**src/include/icv_pkg.sv**
```systemverilog
// package: host-side controller constants for the image convolver setup port
package icv_pkg;
    // own command registers, word offsets on the plain software port
    localparam logic [3:0] REG_CMD      = 4'h0;
    localparam logic [3:0] REG_ADDR     = 4'h1;
    localparam logic [3:0] REG_WDATA    = 4'h2;
    localparam logic [3:0] REG_STATUS   = 4'h3;
    localparam logic [3:0] REG_RDATA    = 4'h4;
    localparam logic [3:0] REG_PINS     = 4'h5;
    localparam logic [3:0] REG_SETUP    = 4'h6;
    // command field positions
    localparam int CMD_GO_BIT   = 0;
    localparam int CMD_READ_BIT = 1;
    localparam int CMD_LOAD_BIT = 2;
    // pins register field positions
    localparam int PIN_BYPASS_BIT  = 0;
    localparam int PIN_FIELD_BIT   = 1;
    localparam int PIN_INTERL_BIT  = 2;
    localparam int PIN_SOLE_BIT    = 3;
    localparam int PIN_ROUTE_BIT   = 4;
    // device register indices
    localparam logic [7:0] DEV_REG_A = 8'h00;
    localparam logic [7:0] DEV_REG_B = 8'h01;
    localparam logic [7:0] DEV_REG_C = 8'h02;
    localparam logic [7:0] DEV_REG_D = 8'h03;
    // device field positions
    localparam int A_MODE_LSB  = 4;
    localparam int A_MODE_W    = 3;
    localparam int B_LEN_LSB   = 1;
    localparam int B_LEN_W     = 2;
    localparam int B_XDLY_BIT  = 3;
    localparam int C_SLICE_LSB = 4;
    localparam int C_SLICE_W   = 2;
    localparam int D_PIXDLY_LSB = 2;
    localparam int D_PIXDLY_W   = 3;
    // reset values
    localparam logic [7:0]  RST_BYTE = 8'h00;
    localparam logic [4:0]  RST_PINS = 5'h01;
    // strobe timing: strobe must outlast the strobe to reply delay
    localparam int STROBE_REPLY_NS = 50;
    localparam int CLK_PERIOD_NS   = 4;
    localparam int STROBE_CYC = (STROBE_REPLY_NS + CLK_PERIOD_NS - 1) / CLK_PERIOD_NS + 1;
    localparam int RECOVER_CYC = 2;
    localparam int CNT_W = 8;
    typedef enum logic [2:0] {
        ST_IDLE, ST_SETUP, ST_STROBE, ST_HOLD, ST_RECOVER
    } icv_state_e;
endpackage

```
**src/design/icv_sync.sv**
```systemverilog
// three-stage pin synchroniser with agreement filter
module icv_sync #(
    parameter int W   = 8,
    parameter logic [W-1:0] RST = '0
) (
    input  wire logic         clk,
    input  wire logic         srst,
    input  wire logic [W-1:0] din,
    output logic      [W-1:0] dout
);
    logic [W-1:0] s1_r;
    logic [W-1:0] s2_r;
    logic [W-1:0] s3_r;

    always_ff @(posedge clk) begin
        if (srst) begin
            s1_r <= RST;
            s2_r <= RST;
            s3_r <= RST;
        end else begin
            s1_r <= din;
            s2_r <= s1_r;
            s3_r <= s2_r;
        end
    end

    // stage one feeds stage two only; output moves once stages two and three agree
    always_ff @(posedge clk) begin
        if (srst) begin
            dout <= RST;
        end else if (s2_r == s3_r) begin
            dout <= s3_r;
        end
    end
endmodule

```
**src/design/icv_host.sv**
```systemverilog
// host controller that loads and reads back the convolver setup registers
// Contract
// [RL1] register A bits 6:4 choose window mode
// [RL2] unused window coefficients written as zero
// [RL3] device ignores A bits 3:0, bit 7
// [RL4] register C bits 5:4 pick slice
// [RL5] device shows top 16 bits, overflow
// [RL6] register B bits 2:1 line length, bit 3
// [RL7] sole device: clear register D bits 4:2
// [RL8] delayed timing pipeline matches window size
// [RL9] sole and host-mode selects held low; the host sets them from pins register bits 3 and 4, both low after reset
// [RL10] load pin is output during EPROM load
// [RL11] non-interlaced: drive bypass high
// [RL12] interlaced: bypass marks odd or even field
// [RL13] chip enable starts a coefficient reload
// [RL14] prior field on prior input, live on live
// [RL15] extended precision splits pixel over inputs
// [RL16] host mode needs strobe and read/write line
// [RL17] host data lines are two-way
// [RL18] strobe outlasts reply delay, reply ignored
// [RL19] load pin and chip enable share decode
// [RL20] device shift option scales sum by 256
// [RL21] above 20MHz precision limited to 16 bits
// [RL22] 16-bit modes lack last line delay output
// [RL23] register D bit 0 delays expansion input
// [RL24] register D bit 4 signed pixels
// [RL25] device registers data on pixel clock
module icv_host (
    input  wire logic       clk,
    input  wire logic       srst,
    input  wire logic [3:0] sw_addr,
    input  wire logic [7:0] sw_wdata,
    input  wire logic       sw_wr,
    input  wire logic       sw_rd,
    output logic      [7:0] sw_rdata,
    output logic [7:0] dev_addr,
    output logic [7:0] host_data_lines_o,
    output logic [7:0] host_data_lines_oe_n,
    input  wire logic [7:0] host_data_lines_i,
    output logic       host_strobe_n,
    output logic       rd_wr_n,
    output logic       load_cycle_pin_n,
    output logic       chip_enable_n,
    output logic       host_mode_select,
    output logic       sole_select_n,
    output logic       bypass,
    input  wire logic  reply_out_n
);
    logic [7:0]  addr_r;
    logic [7:0]  wdata_r;
    logic [7:0]  rdata_r;
    logic [4:0]  pins_r;
    logic        read_r;
    logic        load_r;
    logic        busy_r;
    logic        done_r;
    logic        setup_err_r;
    logic [7:0]  setup_r;
    logic [icv_pkg::CNT_W-1:0] cnt_r;
    icv_pkg::icv_state_e state_r;
    logic [7:0]  data_sync;
    logic        reply_sync;
    logic        go;
    logic [7:0]  masked_wdata;

    // host data lines pass the pin synchroniser before being captured
    icv_sync #(.W(8), .RST(8'h00)) u_sync (
        .clk  (clk),
        .srst (srst),
        .din  (host_data_lines_i),
        .dout (data_sync)
    );

    // reply is a pin from the device, so it is synchronised like the data lines
    icv_sync #(.W(1), .RST(1'b1)) u_sync_reply (
        .clk  (clk),
        .srst (srst),
        .din  (reply_out_n),
        .dout (reply_sync)
    );

    assign go = sw_wr && (sw_addr == icv_pkg::REG_CMD) && sw_wdata[icv_pkg::CMD_GO_BIT]
                && !busy_r;

    // software-side registers
    always_ff @(posedge clk) begin
        if (srst) begin
            addr_r  <= icv_pkg::RST_BYTE;
            wdata_r <= icv_pkg::RST_BYTE;
            pins_r  <= icv_pkg::RST_PINS;
            setup_r <= icv_pkg::RST_BYTE;
            read_r  <= 1'b0;
            load_r  <= 1'b0;
        end else if (sw_wr) begin
            case (sw_addr)
                icv_pkg::REG_ADDR:  addr_r  <= sw_wdata;
                icv_pkg::REG_WDATA: wdata_r <= sw_wdata;
                icv_pkg::REG_PINS:  pins_r  <= sw_wdata[4:0];
                icv_pkg::REG_SETUP: setup_r <= sw_wdata;
                icv_pkg::REG_CMD: begin
                    if (!busy_r) begin
                        read_r <= sw_wdata[icv_pkg::CMD_READ_BIT];
                        load_r <= sw_wdata[icv_pkg::CMD_LOAD_BIT];
                    end
                end
                default: ;
            endcase
        end
    end

    // sole-device writes: zero register D pixel delay; writes to other registers pass unchanged
    always_comb begin
        masked_wdata = wdata_r;
        if (pins_r[icv_pkg::PIN_SOLE_BIT] && addr_r == icv_pkg::DEV_REG_D) begin
            masked_wdata[icv_pkg::D_PIXDLY_LSB +: icv_pkg::D_PIXDLY_W] = 3'h0; // [RL7]
        end
    end

    // sequencer: strobe held long enough that the reply can be ignored
    always_ff @(posedge clk) begin
        if (srst) begin
            state_r <= icv_pkg::ST_IDLE;
            cnt_r   <= '0;
            busy_r  <= 1'b0;
        end else begin
            case (state_r)
                icv_pkg::ST_IDLE: begin
                    if (go) begin
                        state_r <= icv_pkg::ST_SETUP;
                        busy_r  <= 1'b1;
                    end
                end
                icv_pkg::ST_SETUP: begin
                    state_r <= icv_pkg::ST_STROBE;
                    cnt_r   <= icv_pkg::CNT_W'(icv_pkg::STROBE_CYC - 1);
                end
                icv_pkg::ST_STROBE: begin
                    if (cnt_r == '0) begin
                        state_r <= icv_pkg::ST_HOLD; // [RL18]
                    end else begin
                        cnt_r <= cnt_r - 1'b1;
                    end
                end
                icv_pkg::ST_HOLD: begin
                    state_r <= icv_pkg::ST_RECOVER;
                    cnt_r   <= icv_pkg::CNT_W'(icv_pkg::RECOVER_CYC - 1);
                end
                icv_pkg::ST_RECOVER: begin
                    if (cnt_r == '0) begin
                        state_r <= icv_pkg::ST_IDLE;
                        busy_r  <= 1'b0;
                    end else begin
                        cnt_r <= cnt_r - 1'b1;
                    end
                end
                default: state_r <= icv_pkg::ST_IDLE;
            endcase
        end
    end

    // done flag: set wins over software clear by read of status
    always_ff @(posedge clk) begin
        if (srst) begin
            done_r <= 1'b0;
        end else if (state_r == icv_pkg::ST_HOLD) begin
            done_r <= 1'b1;
        end else if (sw_rd && sw_addr == icv_pkg::REG_STATUS) begin
            done_r <= 1'b0;
        end
    end

    // read data captured at end of strobe, before it is withdrawn
    always_ff @(posedge clk) begin
        if (srst) begin
            rdata_r <= icv_pkg::RST_BYTE;
        end else if (state_r == icv_pkg::ST_HOLD && read_r) begin
            rdata_r <= data_sync; // [RL17]
        end
    end

    // flag a host setup that breaks sole-device pin or mode limits
    always_ff @(posedge clk) begin
        if (srst) begin
            setup_err_r <= 1'b0;
        end else begin
            // extended precision cannot run interlaced on one device
            setup_err_r <= pins_r[icv_pkg::PIN_SOLE_BIT] && pins_r[icv_pkg::PIN_INTERL_BIT]
                           && setup_r[3]; // [RL14] [RL15]
        end
    end

    // pin drivers, all from flip-flops
    always_ff @(posedge clk) begin
        if (srst) begin
            dev_addr             <= icv_pkg::RST_BYTE;
            host_data_lines_o    <= icv_pkg::RST_BYTE;
            host_data_lines_oe_n <= 8'hff;
            host_strobe_n        <= 1'b1;
            rd_wr_n              <= 1'b1;
            load_cycle_pin_n     <= 1'b1;
            chip_enable_n        <= 1'b1;
        end else begin
            // address and data frozen for a whole transfer, whatever software writes meanwhile
            if (!busy_r) begin
                dev_addr          <= addr_r;
                host_data_lines_o <= masked_wdata; // [RL1] [RL2] [RL4] [RL6] [RL8]
            end
            rd_wr_n           <= busy_r ? read_r : 1'b1; // [RL16]
            // drive the lines only for writes, release for reads
            host_data_lines_oe_n <= (busy_r && !read_r) ? 8'h00 : 8'hff; // [RL17]
            host_strobe_n     <= !(state_r == icv_pkg::ST_STROBE); // [RL16]
            // load pin and chip enable from one decode
            load_cycle_pin_n  <= !(busy_r && load_r); // [RL19]
            chip_enable_n     <= !(busy_r && load_r); // [RL13] [RL19]
        end
    end

    // mode and field pins
    always_ff @(posedge clk) begin
        if (srst) begin
            host_mode_select <= 1'b1;
            sole_select_n    <= 1'b1;
            bypass           <= 1'b1;
        end else begin
            host_mode_select <= pins_r[icv_pkg::PIN_ROUTE_BIT]; // [RL9] [RL16]
            sole_select_n    <= !pins_r[icv_pkg::PIN_SOLE_BIT]; // [RL9]
            // non-interlaced forces bypass high; interlaced carries field parity
            bypass <= pins_r[icv_pkg::PIN_INTERL_BIT] ? pins_r[icv_pkg::PIN_FIELD_BIT]
                                                     : 1'b1; // [RL11] [RL12]
        end
    end

    // software read port, data one cycle later; unmapped reads zero
    always_ff @(posedge clk) begin
        if (srst) begin
            sw_rdata <= icv_pkg::RST_BYTE;
        end else if (sw_rd) begin
            case (sw_addr)
                icv_pkg::REG_ADDR:   sw_rdata <= addr_r;
                icv_pkg::REG_WDATA:  sw_rdata <= wdata_r;
                icv_pkg::REG_STATUS: sw_rdata <= {4'h0, !reply_sync, setup_err_r,
                                                  done_r, busy_r};
                icv_pkg::REG_RDATA:  sw_rdata <= rdata_r;
                icv_pkg::REG_PINS:   sw_rdata <= {3'h0, pins_r};
                icv_pkg::REG_SETUP:  sw_rdata <= setup_r;
                icv_pkg::REG_CMD:    sw_rdata <= {5'h0, load_r, read_r, 1'b0};
                default:             sw_rdata <= icv_pkg::RST_BYTE;
            endcase
        end else begin
            sw_rdata <= icv_pkg::RST_BYTE;
        end
    end
endmodule

```
**config.mk**
```make
export PLATFORM = sky130hd
export DESIGN_NAME = icv_host
export DESIGN_NICKNAME = d
export VERILOG_FILES = /design/src/include/icv_pkg.sv /design/src/design/icv_sync.sv /design/src/design/icv_host.sv
export SDC_FILE = /design/constraint.sdc
export NUM_CORES = 1
export LEC_CHECK = 0
export ABC_AREA = 1
export BUFFER_PORTS_ARGS = -buffer_cell sky130_fd_sc_hd__buf_2
export CORE_ASPECT_RATIO = 1.5
export CORE_MARGIN = 8
export CORE_UTILIZATION = 42
export CTS_CLUSTER_SIZE = 8
export DETAILED_ROUTE_END_ITERATION = 10
export GPL_ROUTABILITY_DRIVEN = 0
export PLACE_DENSITY = 0.68
export SETUP_SLACK_MARGIN = 0.3
export SYNTH_ARGS = -nofsm -noshare
export SYNTH_HDL_FRONTEND = slang
export SYNTH_SLANG_ARGS = --single-unit
export TNS_END_PERCENT = 30
```
**constraint.sdc**
```tcl
create_clock -name clk -period 2.1 [get_ports clk]
set_clock_uncertainty 0.15 [all_clocks]
set_input_delay 0.42 -clock clk [delete_from_list [all_inputs] [get_ports clk]]
set_output_delay 0.42 -clock clk [all_outputs]
set_load 0.02 [all_outputs]
```
======== After elaboration in Yosys (flattened, before gate mapping) ========
Cells that the tools add are included.
word-level totals
  register bits ........................... 127
  output and inout bits ................... 39
  input bits .............................. 25
  word-level logic and storage cells ...... 99
cells by class
  $add $sub $neg .......................... 1
  equality and inequality tests ........... 17
  mux-type cells .......................... 14
  reduce and logical (&&, ||, !) cells .... 34
  bitwise operators ....................... 3
operators with widths
  operator                                              count
  case mux 8 bit (7 select lines)                       1
  case mux 8 bit (3 select lines)                       1
  2-to-1 mux 8 bit                                      2
  case mux 3 bit (5 select lines)                       1
  equality test 4 x 3 -> 1 bit (second input constant)  3
  2-to-1 mux 3 bit                                      4
  logical AND 1 bit                                     10
  AND reduction 2 bit                                   5
  AND reduction 3 bit                                   3
  equality test 4 x 2 -> 1 bit (second input constant)  2
  equality test 8 x 2 -> 1 bit (second input constant)  1
  equality test 8 bit                                   1
  logical NOT 8 bit                                     1
  != test 2 bit (second input constant)                 4
  OR reduction 2 bit                                    4
  subtractor 8 x 1 -> 8 bit (second input constant)     1
  equality test 3 x 2 -> 1 bit (second input constant)  2
  logical NOT 1 bit                                     6
  equality test 4 x 1 -> 1 bit (second input constant)  1
  logical NOT 4 bit                                     1
  2-to-1 mux 1 bit                                      4
  nonzero test 2 bit                                    2
  equality test 3 x 1 -> 1 bit (second input constant)  1
  equality test 3 bit (second input constant)           1
  other kinds (5)                                       7

======== Longest topological paths before layout ========
Gate-level depths: netlist (run 1).
  word-level depth ........................ 6
  mapped depth ............................ 9
  depth with buffers taken out ............ 9

======== Cells and area by module ========
From an unflattened synthesis (run 1), not the netlist that was laid out.
unflattened totals
  cells, all modules ...................... 639
  area total of the unflattened synthesis .. 4835.9 µm²
by module, submodules not included
  module                   cells each  instances  seq. area each (µm²)  area each (µm²)
  icv_host                 457         1          1681.6                3490.8
  icv_sync (u_sync)        167         1          640.6                 1216.2
  icv_sync (u_sync_reply)  15          1          80.1                  128.9

======== Least setup slack after synthesis (run 1) ========
Ideal clock, no wire load.
  kind .................................... register to register
  start point ............................. register cnt_r[0] (netlist name)
  end point ............................... register cnt_r[3] (netlist name)
  cell stages (with the launch flop) ...... 8
  setup slack ............................. 0.619 ns
  required time ........................... 1.833 ns
  arrival ................................. 1.214 ns
  setup time .............................. 0.117 ns
  period minus slack after synthesis ...... 1.481 ns
  cell sequence ........................... dfxtp_1 inv_1 ha_1 nand3_1 o21ai_4 nand2_4 o21ai_0 nor2_1
on the way
  word-level cells in the longest chain between the ends .. 3
RTL lines
  item                                                                    line             text
  start: declaration                                                      icv_host.sv:59   logic [icv_pkg::CNT_W-1:0] cnt_r;
  start signal: assignment                                                icv_host.sv:135  cnt_r <= icv_pkg::CNT_W'(icv_pkg::STROBE_CYC - 1);
  start signal: assignment                                                icv_host.sv:141  cnt_r <= cnt_r - 1'b1;
  start signal: assignment                                                icv_host.sv:146  cnt_r <= icv_pkg::CNT_W'(icv_pkg::RECOVER_CYC - 1);
  subtractor 8 x 1 -> 8 bit or logical NOT 8 bit (tied branches)          n/a
  2-to-1 mux 8 bit or != test 2 bit (tied branches)                       n/a
  case mux 8 bit (3 select lines) or AND reduction 2 bit (tied branches)  n/a
Several ways; a longest one is shown, not always the timed one. The select of a mux whose other input is x is not followed.
A chain may end at the register's enable or synchronous reset.

======== Worst setup path after layout (run 1) ========
  start point ............................. register cnt_r[1] (netlist name)
  end point ............................... register cnt_r[1] (netlist name)
The elaborated chain is that of the path after synthesis.

==> results_dict.tcl, run 1 <==
set metrics [dict create \
    dp_hpwl_mm 7.91 \
    clk_pin_slew_ns 0.05 \
    antenna_violations_before_repair 0 \
    final_cell_count_no_fill 809 \
    swShare_pct 25.4 \
    dieHeight_microns 145 \
    grt_setup_unrepaired "no" \
    grt_first_pass_wirelength_mm 17.3 \
    via_density_per_instance 4.80 \
    peak_per_stage_delay_on_the_critical_path_ns 0.38 \
    rr_endpoint "cnt_r[1]$_SDFFE_PP0P_" \
    detail_route.iter0.violations 170 \
    cts.htree.levels 4 \
    synth_seq_cells 120 \
    dp_worst_setup_slack_ns 0.317 \
    clk_root_buffer_cell "sky130_fd_sc_hd__clkbuf_16" \
    critPathSlowestCell "sky130_fd_sc_hd__dfxtp_1" \
    layout-drive-gt1-share_pct 21.8 \
    design.final.nets 676 \
    worstPathCellList "inv_1 -> ha_1 -> nand3_1 -> o21ai_4 -> buf_4 -> or2_1 -> a21oi_1" \
    avgSynthCellArea_sq_um 8.00 \
    setup_tns_ns 0 \
    numPlacedInstances 774 \
    min_delay_path_depth 2 \
    timing.hold.worst_endpoint "u_sync_reply.s1_r$_SDFF_PP1_" \
    fin_crit_sh_pct 79.4 \
    required_time_of_the_critical_path_ns 2.28 \
    hold_path.startpoint "reply_out_n" \
    core_region_area_sq_mm 0.0109 \
    fp-row-count 47 \
    leakage_nw 2.28 \
    clk_latency_ns 0.40 \
    r2r_slack_ns 0.43 \
    postSynthNetCount 609 \
    drt-total-wl_mm 10.7 \
    cts_num_sinks 120 \
    r2r-start "cnt_r[1]$_SDFFE_PP0P_" \
    die_x_microns 102 \
    first_global_vias 3714 \
    cts_inserted_buffers 17 \
    crit_path_arrival_time_ns 1.85 \
    top_level_ports 64 \
    maxSlewViolCount 0 \
    achievable-frequency_ghz 0.600 \
    layout.filler_cells 1056 \
    setup_viol 0 \
    insertedDiodeCount 0 \
    final_critical_path_setup_slack_ns 0.433 \
    timing.max_cap.violations 0 \
    netlist-cell-type-count 35 \
    grt_remaining_overflow 0 \
    area_delta_synth_final_pct 21.2 \
    floorplan.initialDensity_pct 42.6 \
    die_area_sq_mm 0.0148 \
    tightest_slew_ns 0.413 \
    pin_count_of_the_biggest_net_entering_global_routing 44 \
    synthesis.yosys.warnings 0 \
    run_status "completed" \
    post_synthesis_cell_area_sq_mm 0.00465 \
    antenna_left 0 \
    power_spent_charging_and_discharging_nets_mw 1.42 \
    hold_buffers 0 \
    drt_pre_antenna_iters 5 \
    hold_path_class "in2reg" \
    max-clock-path-buffers 2 \
    relSlewSlack_pct 72.5 \
    postSynthCellCount 582 \
    share_seq_of_total_power_pct 43.1 \
    drcViolationCount 0 \
    irDropWorstVdd_uv 572 \
    vias 3887 \
    internal_power_mw 4.16 \
    ys_seq_area_share_pct 51.6 \
    wl_per_cell_microns 13.2 \
    p_clk_share_pct 47.7 \
    setup.worst_path.start_class "register" \
    port_buffers 63 \
    comb_power_share_pct 9.2 \
    timing.critical_path.fanout_max 5 \
    number_of_cell_instances_on_the_worst_register_to_register_path 7 \
    worstSetupEndpointType "register" \
    p_per_area_mw_per_mm2 988 \
    globalRouteTotalUtil_pct 14.9 \
    critical_path_class "reg2reg" \
    finalWorstPathRequiredPeriod_ns 1.67 \
    timing_hold_violations_final 0 \
    tritoncts "built" \
]
power groups by stage:
| stage | Combinational (mW) | Sequential (mW) | Clock [mW] |
|---|---|---|---|
| final | 0.514 | 2.40 | 2.66 |
| after floorplan | 0.358 | 2.44 | 0 |
| after CTS | 0.506 | 2.40 | 2.71 |
| after detailed placement | 0.500 | 2.45 | 0 |
| after global routing | 0.578 | 2.41 | 2.82 |
| after global placement | 0.485 | 2.44 | 0 |
metal layers:
metal | vias to the layer above | part of all wire [%] | routed length, microns | global-route usage, %
li1 | 1993 | - | - | -
met1 | 1750 | 39 | 4190 | 14.2
met2 | 115 | 51 | 5440 | 25.8
met3 | 29 | 6.0 | 643 | 5.46
met4 | 0 | 3.9 | 418 | 9.82
met5 | - | 0 | 0 | 0
critical path, delay by kind of cell, from the launching register on:
kind,cells,cell delay [ns]
flip-flops,1,0.38
AND/OR/NAND/NOR,2,0.37
buffers and inverters,2,0.25
adder cells (fa/ha/maj),1,0.19
AO/OA/AOI/OAI,2,0.26
synth_stat cells:
cell type | n | area share, %
sky130_fd_sc_hd__dfxtp_1 | 120 | 52
sky130_fd_sc_hd__inv_1 | 80 | 6.5
sky130_fd_sc_hd__nand2_1 | 76 | 6.1
sky130_fd_sc_hd__a21oi_1 | 61 | 6.6
sky130_fd_sc_hd__nor2_1 | 61 | 4.9
sky130_fd_sc_hd__o21ai_0 | 54 | 5.8
sky130_fd_sc_hd__nand3_1 | 25 | 2.7
sky130_fd_sc_hd__o22ai_1 | 12 | 1.6
sky130_fd_sc_hd__clkbuf_1 | 10 | 0.81
sky130_fd_sc_hd__buf_4 | 9 | 1.5
sky130_fd_sc_hd__inv_2 | 8 | 0.65
sky130_fd_sc_hd__nand2_2 | 7 | 0.94
sky130_fd_sc_hd__nor2_2 | 7 | 0.94
sky130_fd_sc_hd__xnor2_1 | 6 | 1.1
sky130_fd_sc_hd__nand2_4 | 5 | 1.2
sky130_fd_sc_hd__nor2_4 | 5 | 1.2
sky130_fd_sc_hd__nand4_1 | 4 | 0.54
sky130_fd_sc_hd__nor3_1 | 4 | 0.43
sky130_fd_sc_hd__o21ai_1 | 4 | 0.43
sky130_fd_sc_hd__buf_6 | 3 | 0.73
sky130_fd_sc_hd__or2_2 | 3 | 0.40
sky130_fd_sc_hd__ha_1 | 2 | 0.54
sky130_fd_sc_hd__o211a_1 | 2 | 0.43
sky130_fd_sc_hd__o21ai_2 | 2 | 0.38
sky130_fd_sc_hd__o31ai_1 | 2 | 0.32
sky130_fd_sc_hd__a22oi_1 | 1 | 0.16
sky130_fd_sc_hd__buf_2 | 1 | 0.11
sky130_fd_sc_hd__clkinv_1 | 1 | 0.081
sky130_fd_sc_hd__clkinv_2 | 1 | 0.11
sky130_fd_sc_hd__nand3_2 | 1 | 0.22
sky130_fd_sc_hd__nand3b_1 | 1 | 0.16
sky130_fd_sc_hd__nor3_2 | 1 | 0.22
sky130_fd_sc_hd__o211ai_1 | 1 | 0.16
sky130_fd_sc_hd__o21ai_4 | 1 | 0.35
sky130_fd_sc_hd__or2_1 | 1 | 0.13
through the flow:
step	instance area (sq um)	util, %	power (mW)	hold slack [ns]
after detailed placement	5060	46.3	2.95	0.245
final	5640	51.6	5.57	0.0514
after global placement	5060	46.3	2.93	0.239
after CTS	5620	51.3	5.61	0.0367
after global routing	5640	51.6	5.80	0.0513
after floorplan	4650	-	2.80	0.216
how the worst max path moves through the flow:
stage	from	end	slack [ns]	cells past startpoint
2_1_floorplan	cnt_r[0]$_SDFFE_PP0P_	cnt_r[3]$_SDFFE_PP0P_	0.62	7
3_3_place_gp	sw_addr[3]	read_r$_SDFFE_PP0P_	0.34	7
3_5_place_dp	sw_addr[3]	read_r$_SDFFE_PP0P_	0.32	7
4_1_cts	cnt_r[0]$_SDFFE_PP0P_	cnt_r[3]$_SDFFE_PP0P_	0.41	7
5_1_grt	cnt_r[0]$_SDFFE_PP0P_	cnt_r[7]$_SDFFE_PP0P_	0.31	9
6_report	cnt_r[1]$_SDFFE_PP0P_	cnt_r[1]$_SDFFE_PP0P_	0.43	7
kinds of logic (layout without fill, tap and decap cells):
family          count (synthesis)  count (layout)  share of synthesized area, %
buf+inv                       113             193                          10.4
flops                         120             120                          51.6
fa+ha+maj                       2               2                         0.538
xor+xnor                        6               6                          1.13
simple gates                  201             201                          20.1
compound gates                140             140                          16.2
cell usage in the layout (no fill, tap or decap), types with 2 or more instances in the layout:
master                       instances
sky130_fd_sc_hd__dfxtp_1           120
sky130_fd_sc_hd__inv_1              80
sky130_fd_sc_hd__nand2_1            76
sky130_fd_sc_hd__buf_2              63
sky130_fd_sc_hd__a21oi_1            61
sky130_fd_sc_hd__nor2_1             60
sky130_fd_sc_hd__o21ai_0            54
sky130_fd_sc_hd__nand3_1            25
sky130_fd_sc_hd__clkbuf_16          17
sky130_fd_sc_hd__o22ai_1            12
sky130_fd_sc_hd__inv_2               8
sky130_fd_sc_hd__nor2_2              8
sky130_fd_sc_hd__nand2_2             7
sky130_fd_sc_hd__buf_4               7
sky130_fd_sc_hd__xnor2_1             6
sky130_fd_sc_hd__nor2_4              5
sky130_fd_sc_hd__nand2_4             5
sky130_fd_sc_hd__clkinv_2            4
sky130_fd_sc_hd__nand4_1             4
sky130_fd_sc_hd__o21ai_1             4
sky130_fd_sc_hd__nor3_1              4
sky130_fd_sc_hd__clkinv_4            4
sky130_fd_sc_hd__clkinvlp_4          4
sky130_fd_sc_hd__or2_2               3
sky130_fd_sc_hd__o211a_1             2
sky130_fd_sc_hd__o21ai_2             2
sky130_fd_sc_hd__o31ai_1             2
sky130_fd_sc_hd__ha_1                2
sky130_fd_sc_hd__inv_6               2
repair_timing:
action	4_1_cts	5_1_grt
buffers inserted	0	3
gates resized for setup	0	1
setup endpoints to repair	0	2
hold endpoints to repair	0	0
layout make-up:
type	count	area [sq um]	share of cell area (%)
clock buffers	18	429	7.61
multi-input cells	349	1770	31.4
inverters	90	339	6.01
well taps	147	184	3.26
flip-flops and latches	120	2400	42.6
clock inverters	14	128	2.26
repair buffers	71	388	6.88
Power figures use the tool's default switching activity.
==> run 2, diff against run 1 <==
--- a/config.mk
+++ b/config.mk
@@ -5,7 +5,7 @@
 export SDC_FILE = /design/constraint.sdc
 export NUM_CORES = 1
 export LEC_CHECK = 0
-export ABC_AREA = 1
+export ABC_AREA = 0
 export BUFFER_PORTS_ARGS = -buffer_cell sky130_fd_sc_hd__buf_2
 export CORE_ASPECT_RATIO = 1.5
 export CORE_MARGIN = 8
@@ -13,7 +13,7 @@
 export CTS_CLUSTER_SIZE = 8
 export DETAILED_ROUTE_END_ITERATION = 10
 export GPL_ROUTABILITY_DRIVEN = 0
-export PLACE_DENSITY = 0.68
+export PLACE_DENSITY = 0.71
 export SETUP_SLACK_MARGIN = 0.3
 export SYNTH_ARGS = -nofsm -noshare
 export SYNTH_HDL_FRONTEND = slang
==> constraint.sdc (replaced) <==
create_clock -name clk -period 1.5 [get_ports clk]
set_clock_uncertainty 0.15 [all_clocks]
set_input_delay 0.3 -clock clk [delete_from_list [all_inputs] [get_ports clk]]
set_output_delay 0.3 -clock clk [all_outputs]
set_load 0.02 [all_outputs]
==> run 2 against run 1 <==
Compared with the run above: the run now ends with setup timing left; via count up 4.1%; utilization up 10 points; synthesized cell count down 16%; die area up 2.6%; fmax down 2.7%; wire length up 24%; clock power up 45%; sequential power up 36%; critical path depth up 1; register-to-register slack worse by 0.65 ns; clock-buffer cell count down 1; power up 38%; critical path type unchanged; critical endpoint is now cnt_r[2]$_SDFFE_PP0P_.
==> results_dict.tcl, run 2 <==
set metrics [dict create \
    run_status "finished with violations" \
    violations_in_the_final_reports "setup timing" \
    setup_viol 11 \
    cell_class_contributing_the_biggest_share_of_worst_path_delay "flip-flops" \
    grt_remaining_overflow 0 \
    p_clk_share_pct 50.4 \
    internal_power_mw 5.81 \
    wl_per_cell_microns 16.9 \
    leakage_nw 2.76 \
    irDropWorstVdd_uv 710 \
    ys_seq_area_share_pct 50.1 \
    timing.critical_path.fanout_max 4 \
    asyncSetResetFlopFracSynth_pct 0 \
    mostFrequentLayoutCell "sky130_fd_sc_hd__dfxtp_1" \
    tritoncts "built" \
    drt-total-wl_mm 13.2 \
    detail_route.iter0.violations 169 \
    clk_pin_slew_ns 0.06 \
    fp-row-count 48 \
    yosysTopAreaCell "sky130_fd_sc_hd__dfxtp_1" \
    cts_num_sinks 120 \
    design.final.nets 646 \
    core_region_area_sq_mm 0.0114 \
    worstSetupEndpointType "register" \
    cts_inserted_buffers 17 \
    count_of_flip_flops_with_a_built_in_enable_after_synthesis 0 \
    top_level_ports 64 \
    synth.most_common_cell "sky130_fd_sc_hd__dfxtp_1" \
    crit_path_arrival_time_ns 1.92 \
    p_total_mw 7.67 \
    vias 4045 \
    grt_setup_unrepaired "yes" \
    setup.worst_path.start_class "register" \
    clk_latency_ns 0.42 \
    via_density_per_instance 5.17 \
    clk_root_buffer_cell "sky130_fd_sc_hd__clkbuf_16" \
    relSlewSlack_pct 75.0 \
    globalRouteTotalUtil_pct 17.8 \
    port_buffers 63 \
    critical_path_class "reg2reg" \
    pin_count_of_the_biggest_net_entering_global_routing 26 \
    required_time_of_the_critical_path_ns 1.71 \
    grt_first_pass_wirelength_mm 20.7 \
    drcViolationCount 0 \
    antenna_left 0 \
    postSynthNetCount 516 \
    maxSlewViolCount 0 \
    drt_pre_antenna_iters 4 \
    path_buf_inv 3 \
    avgSynthCellArea_sq_um 9.80 \
    timing_hold_violations_final 0 \
    antenna_violations_before_repair 0 \
    placed_inst_area_sq_mm 0.00566 \
    timing.max_cap.violations 0 \
    worstPathCellList "inv_4 -> ha_4 -> nor3b_4 -> buf_4 -> buf_6 -> a21oi_2 -> o21ai_1 -> o311a_1" \
    layout-drive-gt1-share_pct 44.3 \
    share_seq_of_total_power_pct 42.6 \
    swShare_pct 24.3 \
    synth_largest_type_area_fraction_pct 50.1 \
    layout.filler_cells 848 \
    dieHeight_microns 147 \
    leading_post_synthesis_cells_by_instance_count "120 x sky130_fd_sc_hd__dfxtp_1, 53 x sky130_fd_sc_hd__nor2_1, 47 x sky130_fd_sc_hd__mux2i_1" \
    numPlacedInstances 728 \
    comb_power_share_pct 6.9 \
    highest_count_cells_in_the_layout_ignoring_fill_and_taps "69 x sky130_fd_sc_hd__dfxtp_1, 63 x sky130_fd_sc_hd__buf_4, 52 x sky130_fd_sc_hd__nor2_1" \
    dp_worst_setup_slack_ns -0.249 \
    fin_crit_sh_pct 114 \
    ys_dominant_reg_cell "sky130_fd_sc_hd__dfxtp_1" \
    final_cell_count_no_fill 782 \
    synthesis.yosys.warnings 0 \
    yosys-top-cells-area "sky130_fd_sc_hd__dfxtp_1 50%, sky130_fd_sc_hd__mux2i_1 9.8%, sky130_fd_sc_hd__nor2_1 4.1%" \
    setup_tns_ns -1.68 \
    finalWorstPathRequiredPeriod_ns 1.71 \
    max-clock-path-buffers 2 \
    achievable-frequency_ghz 0.584 \
    final_critical_path_setup_slack_ns -0.213 \
    netlist-cell-type-count 61 \
    die_x_microns 103 \
    die_area_sq_mm 0.0152 \
    power_spent_charging_and_discharging_nets_mw 1.86 \
    hold_path_class "in2reg" \
    post_synthesis_cell_area_sq_mm 0.00479 \
    insertedDiodeCount 0 \
    dp_hpwl_mm 8.82 \
    floorplan.initialDensity_pct 42.2 \
    tightest_slew_ns 0.372 \
    cts.htree.levels 4 \
    post_route_cell_area_sq_mm 0.00704 \
    p_per_area_mw_per_mm2 1090 \
    area_delta_synth_final_pct 46.9 \
    peak_per_stage_delay_on_the_critical_path_ns 0.37 \
    postSynthCellCount 489 \
    first_global_vias 4285 \
    synth_seq_cells 120 \
    critPathSlowestCell "sky130_fd_sc_hd__dfxtp_4" \
]
## run 2: through the flow
stage	util, %	hold WS [ns]
finish	62.0	0.0429
global route	62.0	0.0386
CTS	59.8	0.0244
detailed placement	49.9	0.240
global placement	49.9	0.242
floorplan	-	0.221
## run 2: repair_timing
item | CTS | global route
hold endpoints to repair | 9 | 0
endpoints found under the setup margin | 89 | 111
hold buffers | 9 | 0
resized for setup | 149 | 48
cloned | 0 | 0
setup buffers | 6 | 7
pin swaps | 30 | 35
## run 2: logic make-up (layout without fill, tap and decap cells)
group	count (synthesis)	count (layout)	synth area share [%]
muxes	50	50	10.5
xor gates and xnor gates	13	13	2.37
and+or+nand+nor	193	193	21.6
DFF	120	120	50.1
buffers and inverters	42	185	4.57
adders and majority gates	2	2	0.522
AOI/OAI and AO/OA	69	69	10.3
## run 2: metal layers
layer  global-route usage [%]  wire length [microns]  vias to the layer above
li1                         -                      -                     1944
met3                     5.40                    614                       43
met1                     16.7                   4660                     1925
met5                        0                      0                        -
met4                     10.6                    569                        0
met2                     32.3                   7390                      133
## run 2: power groups by stage
| stage | clock network [mW] | logic, mW | registers, mW |
|---|---|---|---|
| finish | 3.87 | 0.532 | 3.27 |
| global route | 4.10 | 0.568 | 3.28 |
| CTS | 3.91 | 0.495 | 3.27 |
| detailed placement | 0 | 0.453 | 3.34 |
| global placement | 0 | 0.442 | 3.34 |
| floorplan | 0 | 0.250 | 3.34 |
## run 2: worst paths after layout
kind	startpoint	endpoint	slack, ns	cells after the start
max	cnt_r[0]$_SDFFE_PP0P_	cnt_r[2]$_SDFFE_PP0P_	-0.21	8
min	sw_wdata[7]	setup_r[7]$_SDFFE_PP0P_	0.04	3
min reg2reg	u_sync_reply.s1_r$_SDFF_PP1_	u_sync_reply.s2_r$_SDFF_PP1_	0.26	1
max reg2reg	cnt_r[0]$_SDFFE_PP0P_	cnt_r[2]$_SDFFE_PP0P_	-0.21	8
## run 2: area by class of cell
cell class              count  area [sq um]  area share, %
clock buffers              17           425           6.04
clock inverters            15           146           2.08
inverters                   6          27.5          0.391
well taps                 150           188           2.66
repair buffers            147          1320           18.7
flip-flops and latches    120          2480           35.2
multi-input cells         327          2460           34.9
## run 2: worst register-to-register path: stages, from the launching register on
cell,delay [ns]
sky130_fd_sc_hd__dfxtp_4,0.37
sky130_fd_sc_hd__inv_4,0.08
sky130_fd_sc_hd__ha_4,0.13
sky130_fd_sc_hd__nor3b_4,0.28
sky130_fd_sc_hd__buf_4,0.18
sky130_fd_sc_hd__buf_6,0.09
sky130_fd_sc_hd__a21oi_2,0.05
sky130_fd_sc_hd__o21ai_1,0.15
sky130_fd_sc_hd__o311a_1,0.17
==> run 3, diff against run 2 <==
--- a/config.mk
+++ b/config.mk
@@ -5,7 +5,7 @@
 export SDC_FILE = /design/constraint.sdc
 export NUM_CORES = 1
 export LEC_CHECK = 0
-export ABC_AREA = 0
+export ABC_AREA = 1
 export BUFFER_PORTS_ARGS = -buffer_cell sky130_fd_sc_hd__buf_2
 export CORE_ASPECT_RATIO = 1.5
 export CORE_MARGIN = 8
==> run 3 against run 2 <==
Compared with the run above: the run now ends clean; critical path type unchanged; power is 13% higher; cell area is 4.9% lower; sequential share of layout area is 1.6 points higher; combinational power is 110% higher; clock-buffer cell count is 4 higher; fmax is 19% higher; highest routed layer unchanged; largest power group unchanged.
==> results_dict.tcl, run 3 (synthesized netlist as in run 1, its figures left out) <==
set metrics [dict create \
    maxSlewViolCount 0 \
    required_time_of_the_critical_path_ns 1.64 \
    setup.worst_path.start_class "register" \
    final_critical_path_setup_slack_ns 0.0573 \
    fp-row-count 47 \
    run_status "completed" \
    critical_path_class "reg2reg" \
    dp_worst_setup_slack_ns -0.0790 \
    antenna_left 0 \
    drcViolationCount 0 \
    p_per_area_mw_per_mm2 1300 \
    grtUsageMet1_pct 15.1 \
    tritoncts "built" \
    hold_path_class "in2reg" \
    cts.htree.levels 4 \
    area_delta_synth_final_pct 44.0 \
    worstSetupEndpointType "register" \
    clk_latency_ns 0.41 \
    mostFrequentLayoutCell "sky130_fd_sc_hd__dfxtp_1" \
    antenna_violations_before_repair 0 \
    timing_hold_violations_final 0 \
    floorplan.initialDensity_pct 42.6 \
    max-clock-path-buffers 2 \
    pin_count_of_the_biggest_net_entering_global_routing 34 \
    tightest_slew_ns 0.367 \
    setup_tns_ns 0 \
    timing.critical_path.fanout_max 5 \
    highest_count_cells_in_the_layout_ignoring_fill_and_taps "80 x sky130_fd_sc_hd__dfxtp_1, 68 x sky130_fd_sc_hd__inv_1, 64 x sky130_fd_sc_hd__nand2_1" \
    dieHeight_microns 145 \
    layout-drive-gt1-share_pct 40.4 \
    grt_setup_unrepaired "yes" \
    timing.max_cap.violations 0 \
    die_area_sq_mm 0.0148 \
    top_level_ports 64 \
    clk_root_buffer_cell "sky130_fd_sc_hd__clkbuf_16" \
    cts_inserted_buffers 17 \
    fin_hold_ws_ns 0.0370 \
    achievable-frequency_ghz 0.693 \
    use_met3_pct 5.12 \
    finalWorstPathRequiredPeriod_ns 1.44 \
    leakage_nw 2.71 \
    relSlewSlack_pct 75.5 \
    fin_crit_sh_pct 96.2 \
    drt-total-wl_mm 12.6 \
    vias 4281 \
    cts_num_sinks 120 \
    drt_pre_antenna_iters 4 \
    clk_pin_slew_ns 0.05 \
    insertedDiodeCount 0 \
    globalRouteTotalUtil_pct 16.3 \
    grt_busiest_layer "met2" \
    first_global_vias 4018 \
    via_density_per_instance 4.98 \
    gr-usage-met2_pct 29.9 \
    wl_per_cell_microns 14.7 \
    die_x_microns 102 \
    ff_latch_area_sq_mm 0.00246 \
    grt_remaining_overflow 0 \
    detail_route.iter0.violations 150 \
    core_region_area_sq_mm 0.0109 \
    crit_path_arrival_time_ns 1.59 \
    design.final.nets 728 \
    dp_hpwl_mm 8.75 \
    multi_input_area_sq_mm 0.00209 \
    port_buffers 63 \
    irDropWorstVdd_uv 885 \
    setup_viol 0 \
    grt_first_pass_wirelength_mm 18.8 \
    layout.filler_cells 866 \
]
run 3: changes by cell type in the layout (fill, tap and decap cells not counted), moves of 14 or more:
cell / delta
sky130_fd_sc_hd__a21oi_1: +22
sky130_fd_sc_hd__buf_4: -18
sky130_fd_sc_hd__buf_6: -14
sky130_fd_sc_hd__inv_1: +65
sky130_fd_sc_hd__inv_2: +16
sky130_fd_sc_hd__mux2i_1: -47
sky130_fd_sc_hd__nand2_1: +28
sky130_fd_sc_hd__nand2b_1: -19
sky130_fd_sc_hd__nor2b_1: -27
sky130_fd_sc_hd__o21ai_0: +39
run 3: layout make-up:
cell class,instances,share of cell area (%)
sequential,120,36.8
multi-input combinational,352,31.1
timing repair buffer,120,14.9
clock buffer,21,7.02
inverter,90,5.17
tap,147,2.75
clock inverter,9,2.20
run 3: worst paths after layout:
path / from / to / slack (ns) / cells past startpoint
hold / removal: sw_wdata[6] / addr_r[6]$_SDFFE_PP0P_ / 0.04 / 3
hold reg to reg: u_sync.s1_r[6]$_SDFF_PP0_ / u_sync.s2_r[6]$_SDFF_PP0_ / 0.25 / 2
setup / recovery: cnt_r[5]$_SDFFE_PP0P_ / cnt_r[3]$_SDFFE_PP0P_ / 0.06 / 6
setup reg to reg: cnt_r[5]$_SDFFE_PP0P_ / cnt_r[3]$_SDFFE_PP0P_ / 0.06 / 6
run 3: where the power goes:
part	leakage, nW	total [mW]	internal (mW)	switching [mW]
logic	1.41	1.10	0.460	0.639
clock network	0.305	4.21	2.88	1.34
registers	0.991	3.38	3.30	0.0835
total	2.71	8.69	6.63	2.06
run 3: repair_timing:
| action | CTS | global route |
|---|---|---|
| resized for setup | 51 | 138 |
| gates cloned | 2 | 1 |
| endpoints found under the setup margin | 80 | 93 |
| setup buffers | 12 | 7 |
| pin swaps | 11 | 30 |
| hold endpoints to repair | 9 | 0 |
| hold buffers | 9 | 0 |
run 3: per-layer routing:
| layer | up-vias | wire [microns] |
|---|---|---|
| met2 | 133 | 6840 |
| li1 | 2105 | - |
| met5 | - | 0 |
| met4 | 0 | 611 |
| met1 | 1995 | 4580 |
| met3 | 48 | 606 |
run 3: metrics by stage:
stage | cell area, sq um | total power [mW] | util (%) | std cells
4_1_cts | 6280 | 8.57 | 57.4 | 851
2_1_floorplan | 4720 | 3.99 | - | 582
3_5_place_dp | 5320 | 4.24 | 48.6 | 798
5_1_grt | 6700 | 9.00 | 61.3 | 859
3_3_place_gp | 5320 | 4.22 | 48.6 | 798
6_report | 6700 | 8.69 | 61.3 | 859
run 3: worst max-delay path, stage by stage (launching register included):
cell and delay, ns:
sky130_fd_sc_hd__dfxtp_1 0.35, sky130_fd_sc_hd__nor2_2 0.15, sky130_fd_sc_hd__nand2_4 0.11, sky130_fd_sc_hd__o21ai_4 0.27, sky130_fd_sc_hd__nand2_4 0.11, sky130_fd_sc_hd__o21ai_1 0.14, sky130_fd_sc_hd__nor2_1 0.05
